## config.mk

```make
export PLATFORM = sky130hd
export DESIGN_NAME = dual_comparator_control
export DESIGN_NICKNAME = d
export VERILOG_FILES = /design/src/hdl/dual_comparator_control_pkg.sv /design/src/hdl/comparator_channel.sv /design/src/hdl/dual_comparator_control.sv
export SDC_FILE = /design/constraint.sdc
export NUM_CORES = 1
export LEC_CHECK = 0
export ABC_AREA = 1
export BUFFER_PORTS_ARGS = -buffer_cell sky130_fd_sc_hd__buf_2
export CAP_MARGIN = 20
export CORE_MARGIN = 2
export CORE_UTILIZATION = 44
export DETAILED_ROUTE_END_ITERATION = 10
export GPL_TIMING_DRIVEN = 0
export PLACE_DENSITY_LB_ADDON = 0.1
export SYNTH_ARGS = -nofsm -noshare
export SYNTH_HDL_FRONTEND = slang
export SYNTH_SLANG_ARGS = --single-unit
export TNS_END_PERCENT = 100
```

## constraint.sdc

```tcl
create_clock -name clk_sys -period 1.3 [get_ports clk_sys]
set_input_delay 0.13 -clock clk_sys [delete_from_list [all_inputs] [get_ports clk_sys]]
set_output_delay 0.13 -clock clk_sys [all_outputs]
set_load 0.02 [all_outputs]
```

## src/hdl/dual_comparator_control_pkg.sv

```systemverilog
// constants, field layouts and carrier types for the dual comparator control block
// assumes a 32-bit APB master, two analog comparator cores and six shared pins
//
// Functional notes
// - two independent comparator channels, each with its own identical eight-bit control word
// - bit 6 powers the comparator on when 1, off when 0; resets to 0
// - bit 5 inverts the recorded output bit when 1; resets to 0
// - read-only bit 4 holds the result, positive above negative reads 1 uninverted
// - bit 0 turns hysteresis on when 1; resets to 1
// - bits 7 and 3 to 1 read zero and ignore writes
// - an enabled comparator cuts the pull-high on its shared input pins
// - each comparator result can also be driven onto a shared pin
// - a change of the recorded result bit sets the channel flag, not the pin
// - flag plus enable raises that channel's own interrupt request
// - in sleep or idle, a flag-setting change of an enabled comparator wakes
// - an enabled comparator keeps working in sleep or idle mode
// - with comparator on, port read gives 0 when direction is 1, else data latch
package dual_comparator_control_pkg;
  localparam int DATA_W = 32;
  localparam int ADDR_W = 8;
  localparam int NUM_CMP = 2;
  localparam int PINS_PER_CMP = 3;
  localparam int NUM_PINS = NUM_CMP * PINS_PER_CMP;

  localparam logic [ADDR_W-1:0] OFF_CTRL_ZERO = 8'h00;
  localparam logic [ADDR_W-1:0] OFF_CTRL_ONE = 8'h04;
  localparam logic [ADDR_W-1:0] OFF_INT_STATUS = 8'h08;
  localparam logic [ADDR_W-1:0] OFF_INT_MASK = 8'h0C;
  localparam logic [ADDR_W-1:0] OFF_PORT_DIR = 8'h10;
  localparam logic [ADDR_W-1:0] OFF_PORT_DATA = 8'h14;
  localparam logic [ADDR_W-1:0] OFF_PORT_READ = 8'h18;
  localparam logic [ADDR_W-1:0] OFF_PULL_ENABLE = 8'h1C;
  localparam logic [ADDR_W-1:0] OFF_OUT_SELECT = 8'h20;

  localparam int BIT_POWER = 6;
  localparam int BIT_INVERT = 5;
  localparam int BIT_RESULT = 4;
  localparam int BIT_HYST = 0;

  // pin roles inside one channel's group of three
  localparam int PIN_POS = 0;
  localparam int PIN_NEG = 1;
  localparam int PIN_OUT = 2;

  localparam logic RST_POWER = 1'b0;
  localparam logic RST_INVERT = 1'b0;
  localparam logic RST_RESULT = 1'b0;
  localparam logic RST_HYST = 1'b1;
  localparam logic [NUM_CMP-1:0] RST_INT_STATUS = 2'h0;
  localparam logic [NUM_CMP-1:0] RST_INT_MASK = 2'h0;
  localparam logic [NUM_CMP-1:0] RST_OUT_SELECT = 2'h0;
  localparam logic [NUM_PINS-1:0] RST_PORT_DIR = 6'h3F;
  localparam logic [NUM_PINS-1:0] RST_PORT_DATA = 6'h00;
  localparam logic [NUM_PINS-1:0] RST_PULL_ENABLE = 6'h00;

  typedef struct packed {
    logic powerOn;
    logic invert;
    logic hysteresisOn;
  } cmp_ctrl_s;

  localparam cmp_ctrl_s CTRL_RESET = '{powerOn: RST_POWER, invert: RST_INVERT,
                                       hysteresisOn: RST_HYST};

  typedef struct packed {
    logic psel;
    logic penable;
    logic pwrite;
    logic [ADDR_W-1:0] paddr;
    logic [DATA_W-1:0] pwdata;
  } apb_req_s;

  typedef struct packed {
    logic pready;
    logic pslverr;
    logic [DATA_W-1:0] prdata;
  } apb_rsp_s;
endpackage

```

## src/hdl/comparator_channel.sv

```systemverilog
// one comparator channel: result synchroniser, polarity and change detect
// assumes analogResult is asynchronous to clk_sys
`timescale 1ns/1ps
`default_nettype none
module comparator_channel (
  input wire logic clk_sys,
  input wire logic reset,
  input wire logic analogResult,
  input wire dual_comparator_control_pkg::cmp_ctrl_s ctrl,
  output logic result,
  output logic changed
);
  import dual_comparator_control_pkg::*;

  logic syncFirst;
  logic syncSecond;
  logic [1:0] warmUp;
  logic next_result;

  always_ff @(posedge clk_sys) begin
    if (reset) begin
      syncFirst <= 1'b0;
      syncSecond <= 1'b0;
    end else begin
      syncFirst <= analogResult;
      syncSecond <= syncFirst;
    end
  end

  // the sync flops still carry pre-power garbage for two edges after power-on,
  // so the result waits until they have refilled with a live value
  always_ff @(posedge clk_sys) begin
    if (reset) begin
      warmUp <= 2'h0;
    end else if (!ctrl.powerOn) begin
      warmUp <= 2'h0;
    end else begin
      warmUp <= {warmUp[0], 1'b1};
    end
  end

  // a powered-off core has no valid output, so the last result is held
  always_comb begin
    next_result = result;
    if (ctrl.powerOn && warmUp[1]) begin
      next_result = syncSecond ^ ctrl.invert;
    end
  end

  always_ff @(posedge clk_sys) begin
    if (reset) begin
      result <= RST_RESULT;
    end else begin
      result <= next_result;
    end
  end

  // toggling polarity also counts as a change of the recorded bit
  assign changed = (next_result != result);
endmodule
`default_nettype wire

```

## src/hdl/dual_comparator_control.sv

```systemverilog
// top of the dual comparator control block: APB registers, interrupts, wake and pins
// assumes APB master on clk_sys; pad levels arrive synchronous to clk_sys
`timescale 1ns/1ps
`default_nettype none
module dual_comparator_control (
  input wire logic clk_sys,
  input wire logic reset,
  input wire dual_comparator_control_pkg::apb_req_s apbReq,
  output dual_comparator_control_pkg::apb_rsp_s apbRsp,
  input wire logic [dual_comparator_control_pkg::NUM_CMP-1:0] analogResult,
  output logic [dual_comparator_control_pkg::NUM_CMP-1:0] cmpPowerOn,
  output logic [dual_comparator_control_pkg::NUM_CMP-1:0] cmpHysteresisOn,
  input wire logic [dual_comparator_control_pkg::NUM_PINS-1:0] padIn,
  output logic [dual_comparator_control_pkg::NUM_PINS-1:0] padOut,
  output logic [dual_comparator_control_pkg::NUM_PINS-1:0] padOe,
  output logic [dual_comparator_control_pkg::NUM_PINS-1:0] pullHighOn,
  input wire logic sleepMode,
  output logic wakeup,
  output logic irq,
  output logic [dual_comparator_control_pkg::NUM_CMP-1:0] irqRequest
);
  import dual_comparator_control_pkg::*;

  cmp_ctrl_s ctrlReg [NUM_CMP];
  logic [NUM_CMP-1:0] cmpResult;
  logic [NUM_CMP-1:0] cmpChanged;
  logic [NUM_CMP-1:0] intStatus;
  logic [NUM_CMP-1:0] intMask;
  logic [NUM_CMP-1:0] outSelect;
  logic [NUM_PINS-1:0] portDir;
  logic [NUM_PINS-1:0] portData;
  logic [NUM_PINS-1:0] pullEnable;
  logic [NUM_PINS-1:0] portReadValue;
  logic [NUM_PINS-1:0] next_padOut;
  logic [NUM_PINS-1:0] next_padOe;
  logic [NUM_PINS-1:0] next_pullHighOn;
  logic [NUM_CMP-1:0] next_intStatus;
  logic [NUM_CMP-1:0] statusClear;
  logic [NUM_CMP-1:0] statusSoftSet;
  logic [DATA_W-1:0] readData;
  logic addrHit;
  logic accessDone;
  logic writeDone;
  logic readDone;
  logic wakeEvent;

  function automatic logic [7:0] ctrlByte(input cmp_ctrl_s c, input logic res);
    logic [7:0] b;
    b = 8'h00;
    b[BIT_POWER] = c.powerOn;
    b[BIT_INVERT] = c.invert;
    b[BIT_RESULT] = res;
    b[BIT_HYST] = c.hysteresisOn;
    return b;
  endfunction

  function automatic logic [ADDR_W-1:0] ctrlOffset(input int idx);
    return (idx == 0) ? OFF_CTRL_ZERO : OFF_CTRL_ONE;
  endfunction

  // the access phase always lasts two cycles: one to sample, one with pready
  assign accessDone = apbReq.psel & apbReq.penable & apbRsp.pready;
  assign writeDone = accessDone & apbReq.pwrite;
  assign readDone = accessDone & ~apbReq.pwrite;

  genvar gi;
  generate
    for (gi = 0; gi < NUM_CMP; gi++) begin : g_cmp
      comparator_channel u_channel (
        .clk_sys(clk_sys),
        .reset(reset),
        .analogResult(analogResult[gi]),
        .ctrl(ctrlReg[gi]),
        .result(cmpResult[gi]),
        .changed(cmpChanged[gi])
      );

      always_ff @(posedge clk_sys) begin
        if (reset) begin
          ctrlReg[gi] <= CTRL_RESET;
        end else if (writeDone && apbReq.paddr == ctrlOffset(gi)) begin
          // bit 4 is read-only and bits 7, 3..1 are not stored
          ctrlReg[gi].powerOn <= apbReq.pwdata[BIT_POWER];
          ctrlReg[gi].invert <= apbReq.pwdata[BIT_INVERT];
          ctrlReg[gi].hysteresisOn <= apbReq.pwdata[BIT_HYST];
        end
      end

      // core power follows the control bit only; sleep does not touch it
      assign cmpPowerOn[gi] = ctrlReg[gi].powerOn;
      assign cmpHysteresisOn[gi] = ctrlReg[gi].hysteresisOn;
    end
  endgenerate

  always_comb begin
    readData = '0;
    addrHit = 1'b1;
    case (apbReq.paddr)
      OFF_CTRL_ZERO: readData[7:0] = ctrlByte(ctrlReg[0], cmpResult[0]);
      OFF_CTRL_ONE: readData[7:0] = ctrlByte(ctrlReg[1], cmpResult[1]);
      OFF_INT_STATUS: readData[NUM_CMP-1:0] = intStatus;
      OFF_INT_MASK: readData[NUM_CMP-1:0] = intMask;
      OFF_PORT_DIR: readData[NUM_PINS-1:0] = portDir;
      OFF_PORT_DATA: readData[NUM_PINS-1:0] = portData;
      OFF_PORT_READ: readData[NUM_PINS-1:0] = portReadValue;
      OFF_PULL_ENABLE: readData[NUM_PINS-1:0] = pullEnable;
      OFF_OUT_SELECT: readData[NUM_CMP-1:0] = outSelect;
      default: addrHit = 1'b0;
    endcase
  end

  always_ff @(posedge clk_sys) begin
    if (reset) begin
      apbRsp <= '0;
    end else if (apbReq.psel && apbReq.penable && !apbRsp.pready) begin
      apbRsp.pready <= 1'b1;
      apbRsp.pslverr <= ~addrHit;
      apbRsp.prdata <= addrHit ? readData : '0;
    end else begin
      apbRsp.pready <= 1'b0;
      apbRsp.pslverr <= 1'b0;
    end
  end

  always_ff @(posedge clk_sys) begin
    if (reset) begin
      intMask <= RST_INT_MASK;
      outSelect <= RST_OUT_SELECT;
      portDir <= RST_PORT_DIR;
      portData <= RST_PORT_DATA;
      pullEnable <= RST_PULL_ENABLE;
    end else if (writeDone) begin
      case (apbReq.paddr)
        OFF_INT_MASK: intMask <= apbReq.pwdata[NUM_CMP-1:0];
        OFF_OUT_SELECT: outSelect <= apbReq.pwdata[NUM_CMP-1:0];
        OFF_PORT_DIR: portDir <= apbReq.pwdata[NUM_PINS-1:0];
        OFF_PORT_DATA: portData <= apbReq.pwdata[NUM_PINS-1:0];
        OFF_PULL_ENABLE: pullEnable <= apbReq.pwdata[NUM_PINS-1:0];
        default: ;
      endcase
    end
  end

  // only bits that were actually returned are cleared, so an event arriving
  // between sampling and completion survives the read
  always_comb begin
    statusClear = '0;
    statusSoftSet = '0;
    if (readDone && apbReq.paddr == OFF_INT_STATUS) begin
      statusClear = apbRsp.prdata[NUM_CMP-1:0];
    end
    if (writeDone && apbReq.paddr == OFF_INT_STATUS) begin
      statusSoftSet = apbReq.pwdata[NUM_CMP-1:0];
    end
    next_intStatus = (intStatus & ~statusClear) | cmpChanged | statusSoftSet;
  end

  always_ff @(posedge clk_sys) begin
    if (reset) begin
      intStatus <= RST_INT_STATUS;
    end else begin
      intStatus <= next_intStatus;
    end
  end

  // a flag already high gives no new wake, which is how software blocks it
  assign wakeEvent = sleepMode & |(cmpChanged & cmpPowerOn & ~intStatus);

  always_ff @(posedge clk_sys) begin
    if (reset) begin
      wakeup <= 1'b0;
      irq <= 1'b0;
      irqRequest <= '0;
    end else begin
      wakeup <= wakeEvent;
      irq <= |(intStatus & intMask);
      irqRequest <= intStatus & intMask;
    end
  end

  always_comb begin
    portReadValue = '0;
    next_padOut = '0;
    next_padOe = '0;
    next_pullHighOn = '0;
    for (int p = 0; p < NUM_PINS; p++) begin
      int c;
      int role;
      c = p / PINS_PER_CMP;
      role = p % PINS_PER_CMP;
      if (ctrlReg[c].powerOn) begin
        portReadValue[p] = portDir[p] ? 1'b0 : portData[p];
      end else begin
        portReadValue[p] = portDir[p] ? padIn[p] : portData[p];
      end
      if (role == PIN_OUT && ctrlReg[c].powerOn && outSelect[c]) begin
        next_padOut[p] = cmpResult[c];
        next_padOe[p] = 1'b1;
      end else if (role != PIN_OUT && ctrlReg[c].powerOn) begin
        next_padOe[p] = 1'b0;
      end else begin
        next_padOut[p] = portData[p];
        next_padOe[p] = ~portDir[p];
      end
      // analog inputs must not be loaded by the pull-high while in use
      next_pullHighOn[p] = pullEnable[p] & ~(ctrlReg[c].powerOn & (role != PIN_OUT));
    end
  end

  always_ff @(posedge clk_sys) begin
    if (reset) begin
      padOut <= '0;
      padOe <= '0;
      pullHighOn <= '0;
    end else begin
      padOut <= next_padOut;
      padOe <= next_padOe;
      pullHighOn <= next_pullHighOn;
    end
  end
endmodule
`default_nettype wire

```

=== Word-level counts from Yosys, hierarchy flattened ===
Memory sizes are Yosys's and may differ from the RTL's.
Cells that the tools add are included.

* Flip-flop bits (word level): 90
* RAM bits: 6
* Bits of input ports: 54
* Output and inout port bits: 60
* Logic and storage cells: 149
* Memories: 1

* Eq/ne operators: 10
* Mux-type cells: 48
* Bitwise operators: 36
* Reductions and logical operators: 25

{| class="wikitable"
|+ Memories
! name !! depth !! bits a word !! rd ports !! clocked after memory_dff !! wr ports !! line !! RTL
|-
| ctrlReg || 2 || 3 || 2 || 0 || 2 || dual_comparator_control.sv:24 || <nowiki>cmp_ctrl_s ctrlReg [NUM_CMP];</nowiki>
|}

{| class="wikitable"
|+ Operators by type and width
! operator !! count
|-
| two-way mux 1 bit || 41
|-
| == test 8 x 5 -> 1 bit, second input constant || 4
|-
| case mux 4 bit (6 select lines) || 1
|-
| case mux 2 bit (9 select lines) || 1
|-
| == test 8 x 4 -> 1 bit, second input constant || 2
|-
| OR reduction 2 bit || 7
|-
| inverter 1 bit || 11
|-
| logical AND 1 bit || 10
|-
| AND reduction 2 bit || 5
|-
| bitwise AND 1 bit || 9
|-
| OR reduction 9 bit || 1
|-
| bitwise AND 2 bit || 4
|-
| == test 8 x 3 -> 1 bit, second input constant || 1
|-
| == test 8 x 6 -> 1 bit, second input constant || 1
|-
| logical NOT 8 bit || 1
|-
| two-way mux 8 bit || 1
|-
| two-way mux 2 bit || 3
|-
| OR 1 bit || 6
|-
| inverter 2 bit || 2
|-
| OR 2 bit || 2
|-
| inequality test 1 bit || 2
|-
| case mux 1 bit (2 select lines) || 1
|-
| bitwise XOR 1 bit || 2
|-
| logical NOT 1 bit || 1
|}

=== Longest topological paths before layout ===
Gate-level depths: netlist of the first run.

* Word-level depth: 9
* Depth in mapped cells: 10
* Gate-level depth less buffers: 9

=== Hierarchy ===
A second synthesis of the first run with hierarchy kept.

* Cell total of the unflattened synthesis: 430
* Area total of the unflattened synthesis: 3294.4 um^2

{| class="wikitable"
|+ By module, submodules not included
! module !! instances !! cells an instance !! area an instance (um^2) !! sequential area each (um^2)
|-
| dual_comparator_control || 1 || 376 || 2906.5 || 1281.2
|-
| comparator_channel || 2 || 27 || 193.9 || 100.1
|}

=== Worst setup path before layout of the first run ===
Ideal clock, no wire load.

* Kind: register -> register
* Start: register apbRsp[33] (netlist name)
* End: register portData[2]
* Library setup time: 119 ps
* Arrival time: 1262 ps
* Required time: 1181 ps
* Slack: -81 ps
* Cell stages (with the launch flop): 7
* Buffers on the path: 1
* Period minus slack after synthesis: 1381 ps
* Path through: dfxtp_1 -> nand4_4 -> clkinv_2 -> nand3_1 -> buf_2 -> o21ai_0 -> a21oi_1

* Cells in the longest elaborated chain, start to end: 3

{| class="wikitable"
|+ Ends and longest elaborated chain
! what !! line !! RTL
|-
| start: declaration || dual_comparator_control.sv:9 || <nowiki>output dual_comparator_control_pkg::apb_rsp_s apbRsp,</nowiki>
|-
| bitwise AND 1 bit || dual_comparator_control.sv:62 || <nowiki>assign accessDone = apbReq.psel & apbReq.penable & apbRsp.pready;</nowiki>
|-
| bitwise AND 1 bit || dual_comparator_control.sv:63 || <nowiki>assign writeDone = accessDone & apbReq.pwrite;</nowiki>
|-
| AND reduction 2 bit (no source line) || n/a ||
|-
| end signal: assignment || dual_comparator_control.sv:137 || <nowiki>OFF_PORT_DATA: portData <= apbReq.pwdata[NUM_PINS-1:0];</nowiki>
|-
| end: declaration || dual_comparator_control.sv:31 || <nowiki>logic [NUM_PINS-1:0] portData;</nowiki>
|}

Every way passes these cells.
A chain may end at the register's enable or synchronous reset.

==> results of run 1 <==
-- path summary, 6_finish.rpt --
check	start	to	slack (ns)	cells after the start
setup / recovery	ctrlReg[0][2]	apbRsp[0]	-0.04	9
setup reg to reg	ctrlReg[0][2]	apbRsp[0]	-0.04	9
hold / removal	apbReq[3]	portDir[3]	0.01	3
hold reg to reg	g_cmp[1].u_channel.syncFirst	g_cmp[1].u_channel.syncSecond	0.41	2
-- cells in the final DEF, fill, tap and decap left out, types with 2 or more instances in the layout --
| master | n |
|---|---|
| clkinv_2 | 2 |
| edfxtp_1 | 6 |
| nand2_1 | 75 |
| and3_1 | 2 |
| clkinv_4 | 2 |
| inv_1 | 45 |
| buf_2 | 61 |
| nand3_2 | 5 |
| buf_4 | 36 |
| clkinvlp_4 | 2 |
| nand2_2 | 9 |
| dfxtp_1 | 64 |
| a21oi_1 | 26 |
| nand3_1 | 27 |
| inv_2 | 8 |
| o21ai_0 | 19 |
| conb_1 | 25 |
| nor2_1 | 45 |
| dlygate4sd3_1 | 2 |
| buf_1 | 2 |
| clkbuf_1 | 4 |
| clkbuf_8 | 9 |
| o21ai_1 | 12 |
| a21oi_2 | 3 |
| nor3_1 | 4 |
| o22ai_2 | 2 |
| buf_6 | 8 |
| xor2_1 | 2 |
| nor2_2 | 7 |
| o211ai_1 | 4 |
| nor2_4 | 4 |
-- report_power, final --
part / internal, mW / total (mW) / switching (mW) / leakage (nW)
registers: 2.22 / 2.23 / 0.0127 / 0.582
clock network: 0.888 / 1.76 / 0.875 / 0.0956
logic: 0.157 / 0.410 / 0.253 / 1.28
-- worst register-to-register path: cells and delay by family (launching register included) --
family | cells | cell delay, ns
buffers and inverters | 1 | 0.14
AND/OR/NAND/NOR | 6 | 0.43
flip-flops | 1 | 0.51
AO/OA/AOI/OAI | 2 | 0.20
-- repair_timing --
item	CTS	global route
setup buffers	3	9
hold endpoints to repair	2	0
hold buffers	2	0
setup endpoints to repair	18	30
pin swaps	3	18
resized for setup	11	37
-- cells by family (layout without fill, tap and decap cells) --
group / after synthesis / count (layout) / share of synthesized area [%]
DFF: 71 / 71 / 46.3
AOI/OAI and AO/OA: 72 / 72 / 12.0
xor gates and xnor gates: 2 / 2 / 0.547
and+or+nand+nor: 185 / 185 / 26.3
other: 1 / 25 / 0.117
buffers and inverters: 93 / 185 / 14.7
-- through the flow --
stage	cells	instance area (um^2)	hold WS [ns]	util [%]	power, mW
after floorplan	448	3290	0.237	-	2.53
after global placement	610	3730	0.337	52.3	2.64
after detailed placement	610	3730	0.339	52.3	2.64
after CTS	631	4000	0.00305	56.0	4.39
after global routing	639	4210	0.0127	58.9	4.57
final	639	4210	0.0147	58.9	4.40
-- layout make-up --
type                    count  share of cell area [%]
plain buffers              37                    6.34
flip-flops and latches     71                    35.3
clock buffers               9                    2.94
multi-input cells         284                    34.7
well taps                  99                    2.94
inverters                  55                    5.09
clock inverters             7                    1.73
repair buffers             77                    11.0
-- flip-flops by register name, indices dropped and copies added, names as in the netlist --
| signal | flops |
|---|---|
| padOe | 6 |
| wakeup | 1 |
| outSelect | 2 |
| irqRequest | 2 |
| intStatus | 2 |
| pullEnable | 6 |
| portDir | 6 |
| g_cmp.u_channel.result | 2 |
| ctrlReg | 6 |
| pullHighOn | 6 |
| g_cmp.u_channel.syncSecond | 2 |
| irq | 1 |
| intMask | 2 |
| portData | 6 |
| apbRsp | 9 |
| g_cmp.u_channel.warmUp | 4 |
| padOut | 6 |
| g_cmp.u_channel.syncFirst | 2 |
-- metal layers --
metal / global-route usage, % / share of wire (%) / wire length [um]
met1: 29.1 / 44 / 3710
met2: 34.3 / 46 / 3860
met3: 4.43 / 7.4 / 621
met4: 8.55 / 2.0 / 166
met5: 0 / 0 / 0
==> tab_implementation.tex, run 1 <==
\begin{tabular}{lr}
\hline
Metric & Value \\
\hline
\multicolumn{2}{l}{\textbf{Status}} \\
\quad Outcome & complete, but fails checks \\
\quad Violations in the final reports & setup timing \\
\multicolumn{2}{l}{\textbf{Critical path}} \\
\quad Worst Setup End Kind & flop \\
\quad CP cell instances & inv\_4 > nand3\_2 > o21ai\_1 > nand3\_1 > nand2\_1 > nor2\_1 > nand2\_1 > nand2\_1 > a21oi\_1 \\
\quad Slowest stage cell on the critical path & edfxtp\_1 \\
\quad Dominant delay contributor by cell family on the critical path & flip-flops \\
\quad Maximum fanout along the worst path & 5 \\
\quad Endpoint arrival time on the critical path & between 1.5 and 2 ns \\
\quad Maximum cell stage delay along the critical path & 0.51 ns \\
\quad Worst path bufs/invs & 1 \\
\quad Startpoint type of the worst setup path & flop \\
\quad Path type of the worst setup path & flop to flop \\
\quad Most frequent cell on the critical path & nand2\_1 \\
\quad Req. time, crit path & roughly 1.6 ns \\
\multicolumn{2}{l}{\textbf{Drt}} \\
\quad First-pass iteration count of the detailed router & 5 \\
\quad Detail-routed via count per cell & 4.68 \\
\quad DRC violation count after routing & 0 \\
\quad Total vias in the final route & around 3k \\
\quad Routed wire per std cell & 13.1 um \\
\quad First DRT Iteration DRCs & $\sim$130 \\
\quad Detailed-route wire length & $\sim$8400 um \\
\quad Remaining antenna violation count after routing & 0 \\
\multicolumn{2}{l}{\textbf{Synthesis}} \\
\quad Synthesized flop and latch total & approximately 70 \\
\quad Post-synth EDFFs & 6 \\
\quad Post-Syn Area per Cell & roughly 7.5 um\^{}2 \\
\quad Count of distinct cell types in the synthesized netlist & 35 \\
\quad Synth async-reset ratio & 0\% \\
\quad Sequential share of the synthesized area & 46.3\% \\
\quad Synth top area share & roughly two fifths \\
\quad Cell area after synthesis & 3200 um\^{}2 \\
\quad Yosys warning count & 0 \\
\quad Flip-flop cell with the highest count after synthesis & dfxtp\_1 \\
\quad Number of cells produced by synthesis & roughly 420 \\
\quad Cells taking the most area after synthesis & dfxtp\_1, nand2\_1, buf\_4 \\
\quad Post-synthesis cell type with the largest combined area & dfxtp\_1 \\
\quad Cell with the most instances after synthesis & nand2\_1 \\
\quad List of most frequent post-synthesis cells & nand2\_1, dfxtp\_1, nor2\_1 \\
\multicolumn{2}{l}{\textbf{Timing}} \\
\quad Max Clock Freq & 744 MHz \\
\quad Max\_slew headroom & between 50\% and 60\% \\
\quad Period utilisation layout & 103\% \\
\quad Worst-case clock skew & 0.00444 ns \\
\quad Actual slew at the worst max-slew pin & roughly 0.6 ns \\
\quad Unrepaired setup endpoints after global routing & true \\
\quad Setup tns final & -0.0927 ns \\
\quad Post-route worst setup slack & -0.0439 ns \\
\quad Final critical-path required period & 1.34 ns \\
\quad Count of endpoints failing setup in the final report & 4 \\
\quad Max Transition Viols Final & 0 \\
\quad Number of hold violations in the final report & 0 \\
\multicolumn{2}{l}{\textbf{Power and ir drop}} \\
\quad Cell Pwr Density & 1050 nW/um\^{}2 \\
\quad Max rail drop VDD & 0.611 mV \\
\quad Leakage power of the design & a little under 2 nW \\
\multicolumn{2}{l}{\textbf{Clock tree}} \\
\quad TritonCTS clock tree & done \\
\quad Total clock buffers created by CTS & 9 \\
\quad Sink Count & 71 \\
\quad Number of H-tree levels & 3 \\
\quad CTS max path bufs & 2 \\
\quad Worst-Skew Late Latency & roughly 0.35 ns \\
\quad Cell at the root of the clock tree & clkbuf\_8 \\
\quad Clk slew on worst S/H paths & 0.08 ns \\
\multicolumn{2}{l}{\textbf{Finish}} \\
\quad Multi-input gate area & 1460 um\^{}2 \\
\quad Count of fill cells added during filler insertion & around 730 \\
\quad Relative area change from synthesis to final layout & 31.4\% \\
\quad Fraction of final layout cells sized beyond drive strength 1 & 31.7\% \\
\quad Nets & 589 \\
\quad Register area & between 1000 and 1500 um\^{}2 \\
\quad Diode count & 0 \\
\multicolumn{2}{l}{\textbf{Placement}} \\
\quad Final weighted congestion in routability-driven placement & 0.871 \\
\quad Dpl ws & -0.214 ns \\
\quad Number of buffers inserted by port buffering & 63 \\
\quad HPWL after DPL & about 6000 um \\
\multicolumn{2}{l}{\textbf{Global route}} \\
\quad Pin count of the biggest net entering global routing & 14 \\
\quad Number of global-route vias before repair & $\sim$2.5k \\
\quad Global-route wire length before repair & around 13,000 um \\
\quad Total routing usage reported by global routing & 21.7\% \\
\quad Number of antenna violations at the first check in global routing & 0 \\
\quad Grt ovf & 0 \\
\multicolumn{2}{l}{\textbf{Floorplan}} \\
\quad Height of the die & 89.3 um \\
\quad Number of primary I/O pins & about 110 \\
\quad DIE AREA & 7970 um\^{}2 \\
\quad Die boundary width & $\sim$89 um \\
\quad CORE AREA & just over 7000 um\^{}2 \\
\quad \# rows & 31 \\
\quad Initial core utilization & 44.8\% \\
\multicolumn{2}{l}{\textbf{Hold path}} \\
\quad Class of the most critical hold timing path & primary input to flop \\
\multicolumn{2}{l}{\textbf{Flow run}} \\
\quad Number of maximum-capacitance constraint violations & 0 \\
\hline
\end{tabular}
No activity file was read; power rests on OpenSTA's default activity.
==> inputs of run 2 (changes only) <==
- ABC_AREA: 1 -> unset
==> run 2 against run 1 <==
Effect of this change: the flow still finishes with violations (setup timing); sequential share of layout area decreased by 2.1 points; clock power increased by 9%; via count decreased by 4.2%; sequential cell count unchanged; worst hold slack improved by 0.017 ns; largest cell class is now multi-input gates; clock-buffer cell count increased by 3; sequential power about the same; largest power group unchanged; synthesized cell count decreased by 21%.
==> tab_implementation.tex, run 2 <==
\begin{tabular}{lr}
\hline
Metric & Value \\
\hline
\multicolumn{2}{l}{\textbf{Status}} \\
\quad Outcome & complete, but fails checks \\
\quad Violations in the final reports & setup timing \\
\multicolumn{2}{l}{\textbf{Clock tree}} \\
\quad Sink Count & 71 \\
\quad Cell at the root of the clock tree & clkbuf\_8 \\
\quad CTS max path bufs & 2 \\
\quad Total clock buffers created by CTS & 9 \\
\quad Number of H-tree levels & 3 \\
\quad TritonCTS clock tree & done \\
\quad Worst-Skew Late Latency & 0.35 ns \\
\quad Clk slew on worst S/H paths & $\sim$0.070 ns \\
\multicolumn{2}{l}{\textbf{Floorplan}} \\
\quad DIE AREA & about 8000 um\^{}2 \\
\quad Die boundary width & between 80 and 90 um \\
\quad \# rows & 31 \\
\quad Initial core utilization & between 40\% and 50\% \\
\quad CORE AREA & 7140 um\^{}2 \\
\quad Height of the die & 89.3 um \\
\quad Number of primary I/O pins & 114 \\
\multicolumn{2}{l}{\textbf{Power and ir drop}} \\
\quad Leakage power of the design & about 2.0 nW \\
\quad Max rail drop VDD & 0.718 mV \\
\quad Final Power & roughly 4.7 mW \\
\quad Cell Pwr Density & roughly 1000 nW/um\^{}2 \\
\multicolumn{2}{l}{\textbf{Placement}} \\
\quad Placed insts & about 520 \\
\quad HPWL after DPL & around 6500 um \\
\quad Number of buffers inserted by port buffering & 63 \\
\quad Final weighted congestion in routability-driven placement & roughly 0.93 \\
\quad Placement Cell Area & about 3800 um\^{}2 \\
\quad Dpl ws & -0.757 ns \\
\multicolumn{2}{l}{\textbf{Synthesis}} \\
\quad Post-synthesis cell type with the largest combined area & dfxtp\_1 \\
\quad Sequential share of the synthesized area & a little under half \\
\quad Cells taking the most area after synthesis & dfxtp\_1, mux2i\_1, buf\_4 \\
\quad Synth top area share & 40.6\% \\
\quad Number of cells produced by synthesis & around 340 \\
\quad Cell area after synthesis & $\sim$3200 um\^{}2 \\
\quad Post-Syn Area per Cell & around 9.5 um\^{}2 \\
\quad Count of distinct cell types in the synthesized netlist & 51 \\
\quad Yosys warning count & 0 \\
\quad Synth async-reset ratio & 0\% \\
\quad Synthesized flop and latch total & 71 \\
\quad Flip-flop cell with the highest count after synthesis & dfxtp\_1 \\
\quad Cell with the most instances after synthesis & dfxtp\_1 \\
\quad Post-synth EDFFs & 6 \\
\quad List of most frequent post-synthesis cells & dfxtp\_1, buf\_4, mux2i\_1 \\
\multicolumn{2}{l}{\textbf{Finish}} \\
\quad Nets & between 500 and 600 \\
\quad Relative area change from synthesis to final layout & 39.6\% \\
\quad Final design instance area without fill & 4470 um\^{}2 \\
\quad Commonest non-fill, non-tap cells in the layout & dfxtp\_1, buf\_2, buf\_4, mux2i\_1, conb\_1 \\
\quad Most common library cell in the layout ignoring fill and taps & dfxtp\_1 \\
\quad Post-route non-filler standard cell count & between 500 and 600 \\
\quad Post-layout util & a little over three fifths \\
\quad Flip-flop count of the largest register after layout & 9 \\
\quad Diode count & 0 \\
\quad Register name with the most flops & apbRsp \\
\quad Fraction of final layout cells sized beyond drive strength 1 & a little under two fifths \\
\multicolumn{2}{l}{\textbf{Drt}} \\
\quad First-pass iteration count of the detailed router & 6 \\
\quad Total vias in the final route & 2,866 \\
\quad Detail-routed via count per cell & around 5.1 \\
\quad First DRT Iteration DRCs & approximately 200 \\
\quad Remaining antenna violation count after routing & 0 \\
\quad Detailed-route wire length & 9160 um \\
\quad Routed wire per std cell & about 16 um \\
\quad DRC violation count after routing & 0 \\
\multicolumn{2}{l}{\textbf{Critical path}} \\
\quad Worst Setup End Kind & flop \\
\quad Maximum fanout along the worst path & 2 \\
\quad Start point of the critical path & ctrlReg[1][0] \\
\quad Req. time, crit path & 1.55 ns \\
\quad Path type of the worst setup path & flop to flop \\
\quad Worst-case reg-to-reg path depth & 4 \\
\quad Critical path destination & apbRsp[0] \\
\quad Worst reg2reg endpoint & apbRsp[0] \\
\quad Startpoint type of the worst setup path & flop \\
\quad Endpoint arrival time on the critical path & 1.70 ns \\
\quad Setup slack of the worst register-to-register path & -0.16 ns \\
\quad RR Startpoint & ctrlReg[1][0] \\
\multicolumn{2}{l}{\textbf{Timing}} \\
\quad Count of endpoints failing setup in the final report & 36 \\
\quad Actual slew at the worst max-slew pin & 0.682 ns \\
\quad Final critical-path required period & 1.46 ns \\
\quad Max Clock Freq & between 600 and 700 MHz \\
\quad Post-route worst setup slack & -0.155 ns \\
\quad Period utilisation layout & 112\% \\
\quad Unrepaired setup endpoints after global routing & true \\
\quad Max\_slew headroom & around 55\% \\
\quad Max Transition Viols Final & 0 \\
\quad Worst-case clock skew & about 0.006 ns \\
\quad Setup tns final & -1.40 ns \\
\quad Final hold slack & approximately 0.032 ns \\
\quad Number of hold violations in the final report & 0 \\
\multicolumn{2}{l}{\textbf{Global route}} \\
\quad Pin count of the biggest net entering global routing & 13 \\
\quad Total routing usage reported by global routing & about a quarter \\
\quad Global-route wire length before repair & between 10,000 and 15,000 um \\
\quad Number of global-route vias before repair & roughly 2.6k \\
\quad Grt ovf & 0 \\
\quad Number of antenna violations at the first check in global routing & 0 \\
\multicolumn{2}{l}{\textbf{Flow run}} \\
\quad Number of maximum-capacitance constraint violations & 0 \\
\multicolumn{2}{l}{\textbf{Hold path}} \\
\quad Class of the most critical hold timing path & primary input to flop \\
\hline
\end{tabular}
[run 2: cell count changes in the layout (fill, tap and decap cells not counted), sizes merged, moves of 14 or more]
cell,change
a21oi,-15
inv,-50
mux2i,+25
nand2,-63
nand2b,+14
nand3,-14
nor2,-33
o21ai,-26
[run 2: critical path: stages (launching register included)]
cell	delay, ns
edfxtp_1	0.40
mux4_2	0.48
nand4_1	0.12
o41ai_2	0.10
o31a_1	0.26
[run 2: worst min-delay path by stage]
| stage | start | endpoint | slack, ns | cells after the start |
|---|---|---|---|---|
| finish | apbReq[4] | portDir[4] | 0.03 | 3 |
| global placement | analogResult[1] | g_cmp[1].u_channel.syncFirst | 0.34 | 2 |
| global route | apbReq[3] | portDir[3] | 0.03 | 3 |
| floorplan | reset | g_cmp[0].u_channel.warmUp[0] | 0.22 | 1 |
| detailed placement | analogResult[0] | g_cmp[0].u_channel.syncFirst | 0.34 | 2 |
| CTS | apbReq[2] | portDir[2] | 0.02 | 3 |
[run 2: repair_timing]
action                                  in CTS  in global routing
hold buffers                                 2                  0
cloned                                       1                  0
hold endpoints to repair                     2                  0
setup buffers                               13                  7
resized for setup                           50                 20
pin swaps                                   14                 11
endpoints found under the setup margin      55                 44
[run 2: cell families (layout without fill, tap and decap cells)]
family | Yosys count | after routing | share of synthesized area, %
compound gates | 48 | 48 | 10.3
xor+xnor | 4 | 4 | 1.09
buf+inv | 49 | 148 | 9.18
flops | 71 | 71 | 46.2
mux | 26 | 26 | 8.51
other cells | 1 | 25 | 0.117
simple gates | 138 | 138 | 24.5
[run 2: cell type report]
| class | count | area (um^2) |
|---|---|---|
| fill | 670 | 2670 |
| multi-input combinational | 241 | 1770 |
| sequential | 71 | 1480 |
| timing repair buffer | 86 | 554 |
| buffer | 41 | 308 |
| clock buffer | 12 | 166 |
| tap | 99 | 124 |
| clock inverter | 4 | 51.3 |
| inverter | 5 | 18.8 |
[run 2: power by group]
part,switching [mW],internal (mW)
Clock,0.860,1.06
Combinational,0.302,0.210
Sequential,0.0110,2.22
Total,1.17,3.48
[run 2: layer usage]
metal | share of wire [%] | up-vias | global-route usage, %
met5 | 0 | - | 0
met4 | 2.8 | 0 | 11.5
met3 | 6.8 | 23 | 4.43
met2 | 46 | 127 | 37.4
met1 | 44 | 1324 | 31.6
li1 | - | 1392 | -
==> inputs of run 3 (changes only) <==
- CTS_BUF_LIST: unset -> sky130_fd_sc_hd__clkbuf_8 sky130_fd_sc_hd__clkbuf_16
==> run 3 against run 2 <==
Effect of this change: the flow still finishes with violations (setup timing); critical path depth unchanged; sequential cell count stayed put; sequential power about the same; critical path type unchanged; critical endpoint unchanged; highest routed layer unchanged.
==> tab_implementation.tex, run 3 (synthesis results as in run 2) <==
\begin{tabular}{lr}
\hline
Metric & Value \\
\hline
\multicolumn{2}{l}{\textbf{Drt}} \\
\quad First DRT Iteration DRCs & 210 \\
\quad Remaining antenna violation count after routing & 0 \\
\quad Total vias in the final route & about 2.9k \\
\quad DRC violation count after routing & 0 \\
\quad Detail-routed via count per cell & between 5 and 6 \\
\quad Routed wire per std cell & $\sim$16 um \\
\quad First-pass iteration count of the detailed router & 5 \\
\quad Detailed-route wire length & between 9000 and 10,000 um \\
\multicolumn{2}{l}{\textbf{Finish}} \\
\quad Flip-flop count of the largest register after layout & 9 \\
\quad Count of fill cells added during filler insertion & 670 \\
\quad Register area & about 1500 um\^{}2 \\
\quad Post-layout util & between 60\% and 70\% \\
\quad Nets & just over 500 \\
\quad Fraction of final layout cells sized beyond drive strength 1 & between 30\% and 40\% \\
\quad Commonest non-fill, non-tap cells in the layout & dfxtp\_1, buf\_2, buf\_4, mux2i\_1, conb\_1 \\
\quad Most common library cell in the layout ignoring fill and taps & dfxtp\_1 \\
\quad Register name with the most flops & apbRsp \\
\quad Diode count & 0 \\
\quad Relative area change from synthesis to final layout & 39.6\% \\
\quad Multi-input gate area & between 1500 and 2000 um\^{}2 \\
\multicolumn{2}{l}{\textbf{Power and ir drop}} \\
\quad Switching share of total power & between 20\% and 30\% \\
\quad Max rail drop VDD & about 0.72 mV \\
\quad Clock share of power & approximately 41\% \\
\quad Portion of total power attributed to combinational logic & around 11\% \\
\quad Net Sw Power & 1.17 mW \\
\quad Cell-internal power & $\sim$3.5 mW \\
\quad Leakage power of the design & roughly 2.0 nW \\
\quad Cell Pwr Density & roughly 1000 nW/um\^{}2 \\
\quad Share of total power in sequential cells & approximately 48\% \\
\multicolumn{2}{l}{\textbf{Timing}} \\
\quad Period utilisation layout & 112\% \\
\quad Worst-case clock skew & 0.00641 ns \\
\quad Number of hold violations in the final report & 0 \\
\quad Final critical-path required period & 1.46 ns \\
\quad Setup tns final & -1.17 ns \\
\quad Actual slew at the worst max-slew pin & 0.684 ns \\
\quad Max\_slew headroom & around 54\% \\
\quad Count of endpoints failing setup in the final report & 34 \\
\quad Post-route worst setup slack & -0.155 ns \\
\quad Unrepaired setup endpoints after global routing & true \\
\quad Max Clock Freq & around 700 MHz \\
\quad Max Transition Viols Final & 0 \\
\multicolumn{2}{l}{\textbf{Critical path}} \\
\quad Maximum cell stage delay along the critical path & approximately 0.48 ns \\
\quad Endpoint arrival time on the critical path & roughly 1.7 ns \\
\quad Slowest stage cell on the critical path & mux4\_2 \\
\quad Path type of the worst setup path & flop to flop \\
\quad Req. time, crit path & between 1.5 and 2 ns \\
\quad Maximum fanout along the worst path & 2 \\
\quad Startpoint type of the worst setup path & flop \\
\quad Dominant delay contributor by cell family on the critical path & multiplexers \\
\quad CP cell instances & mux4\_2 > nand4\_1 > o41ai\_2 > o31a\_1 \\
\quad Cell count along the critical path & 4 \\
\quad Worst-case reg-to-reg path depth & 4 \\
\quad Worst path bufs/invs & 0 \\
\quad Worst Setup End Kind & flop \\
\multicolumn{2}{l}{\textbf{Clock tree}} \\
\quad Number of H-tree levels & 3 \\
\quad Cell at the root of the clock tree & clkbuf\_8 \\
\quad TritonCTS clock tree & done \\
\quad Sink Count & between 70 and 80 \\
\quad Total clock buffers created by CTS & 9 \\
\quad Worst-Skew Late Latency & $\sim$0.36 ns \\
\quad CTS max path bufs & 2 \\
\quad Clk slew on worst S/H paths & $\sim$0.080 ns \\
\multicolumn{2}{l}{\textbf{Floorplan}} \\
\quad Number of primary I/O pins & roughly 110 \\
\quad Die boundary width & 89.3 um \\
\quad DIE AREA & 7980 um\^{}2 \\
\quad Height of the die & 89.3 um \\
\quad Initial core utilization & around 45\% \\
\quad CORE AREA & between 7000 and 8000 um\^{}2 \\
\quad \# rows & 31 \\
\multicolumn{2}{l}{\textbf{Global route}} \\
\quad Number of antenna violations at the first check in global routing & 0 \\
\quad Number of global-route vias before repair & about 2.6k \\
\quad Global-route wire length before repair & 13,600 um \\
\quad Total routing usage reported by global routing & between 20\% and 30\% \\
\quad Pin count of the biggest net entering global routing & 13 \\
\quad Grt ovf & 0 \\
\multicolumn{2}{l}{\textbf{Placement}} \\
\quad Number of buffers inserted by port buffering & 63 \\
\quad HPWL after DPL & about 6500 um \\
\quad Dpl ws & -0.757 ns \\
\quad Final weighted congestion in routability-driven placement & around 0.93 \\
\multicolumn{2}{l}{\textbf{Status}} \\
\quad Outcome & complete, but fails checks \\
\quad Violations in the final reports & setup timing \\
\multicolumn{2}{l}{\textbf{Flow run}} \\
\quad Number of maximum-capacitance constraint violations & 0 \\
\multicolumn{2}{l}{\textbf{Hold path}} \\
\quad Worst hold path depth & 3 \\
\quad Class of the most critical hold timing path & primary input to flop \\
\hline
\end{tabular}
-- run 3: cell count changes in the layout (fill, tap and decap cells not counted), sizes merged --
| cell | delta |
|---|---|
| clkbuf | -1 |
| inv | +1 |
-- run 3: area by class of cell --
cell class | count | area share, %
tap | 99 | 2.77
clock inverter | 5 | 1.23
timing repair buffer | 86 | 12.4
buffer | 41 | 6.88
clock buffer | 11 | 3.64
inverter | 5 | 0.420
multi-input combinational | 241 | 39.5
sequential | 71 | 33.2
-- run 3: what timing repair did --
item                                    CTS  global route
hold endpoints to repair                  2             0
hold buffers                              2             0
gates resized for setup                  50            20
gates cloned                              1             0
endpoints found under the setup margin   55            44
pin swaps                                14            11
buffers inserted                         13             7
-- run 3: through the flow --
| stage | power (mW) | instance area, um^2 | hold slack (ns) | cells |
|---|---|---|---|---|
| global route | 4.79 | 4470 | 0.0294 | 559 |
| detailed placement | 2.71 | 3820 | 0.343 | 523 |
| finish | 4.65 | 4470 | 0.0268 | 559 |
| global placement | 2.71 | 3820 | 0.340 | 523 |
| floorplan | 2.56 | 3380 | 0.216 | 361 |
| CTS | 4.64 | 4360 | 0.0170 | 553 |
-- run 3: routing by layer --
layer,global-route usage [%],part of all wire (%),wire length (um),up-vias
met4,11.5,2.8,255,0
met1,31.6,44,4080,1340
met3,4.43,6.2,573,23
li1,-,-,-,1390
met2,37.4,46,4260,108
met5,0,0,0,-
-- run 3: final timing paths --
check	startpoint	endpoint	slack [ns]
worst max register to register	ctrlReg[1][0]	apbRsp[0]	-0.16
worst max-delay path	ctrlReg[1][0]	apbRsp[0]	-0.16
worst min register to register	g_cmp[1].u_channel.warmUp[0]	g_cmp[1].u_channel.warmUp[1]	0.43
worst min-delay path	apbReq[4]	portDir[4]	0.03
-- run 3: worst min-delay path, stage by stage --
cell and delay [ns]:
buf_2 0.10, mux2i_1 0.06, nand2b_1 0.06
-- run 3: power groups by stage --
stage / registers, mW / logic, mW / clock network (mW)
2_1_floorplan: 2.28 / 0.278 / 0
3_3_place_gp: 2.28 / 0.424 / 0
3_5_place_dp: 2.28 / 0.425 / 0
4_1_cts: 2.23 / 0.481 / 1.93
5_1_grt: 2.23 / 0.551 / 2.01
6_report: 2.23 / 0.511 / 1.91
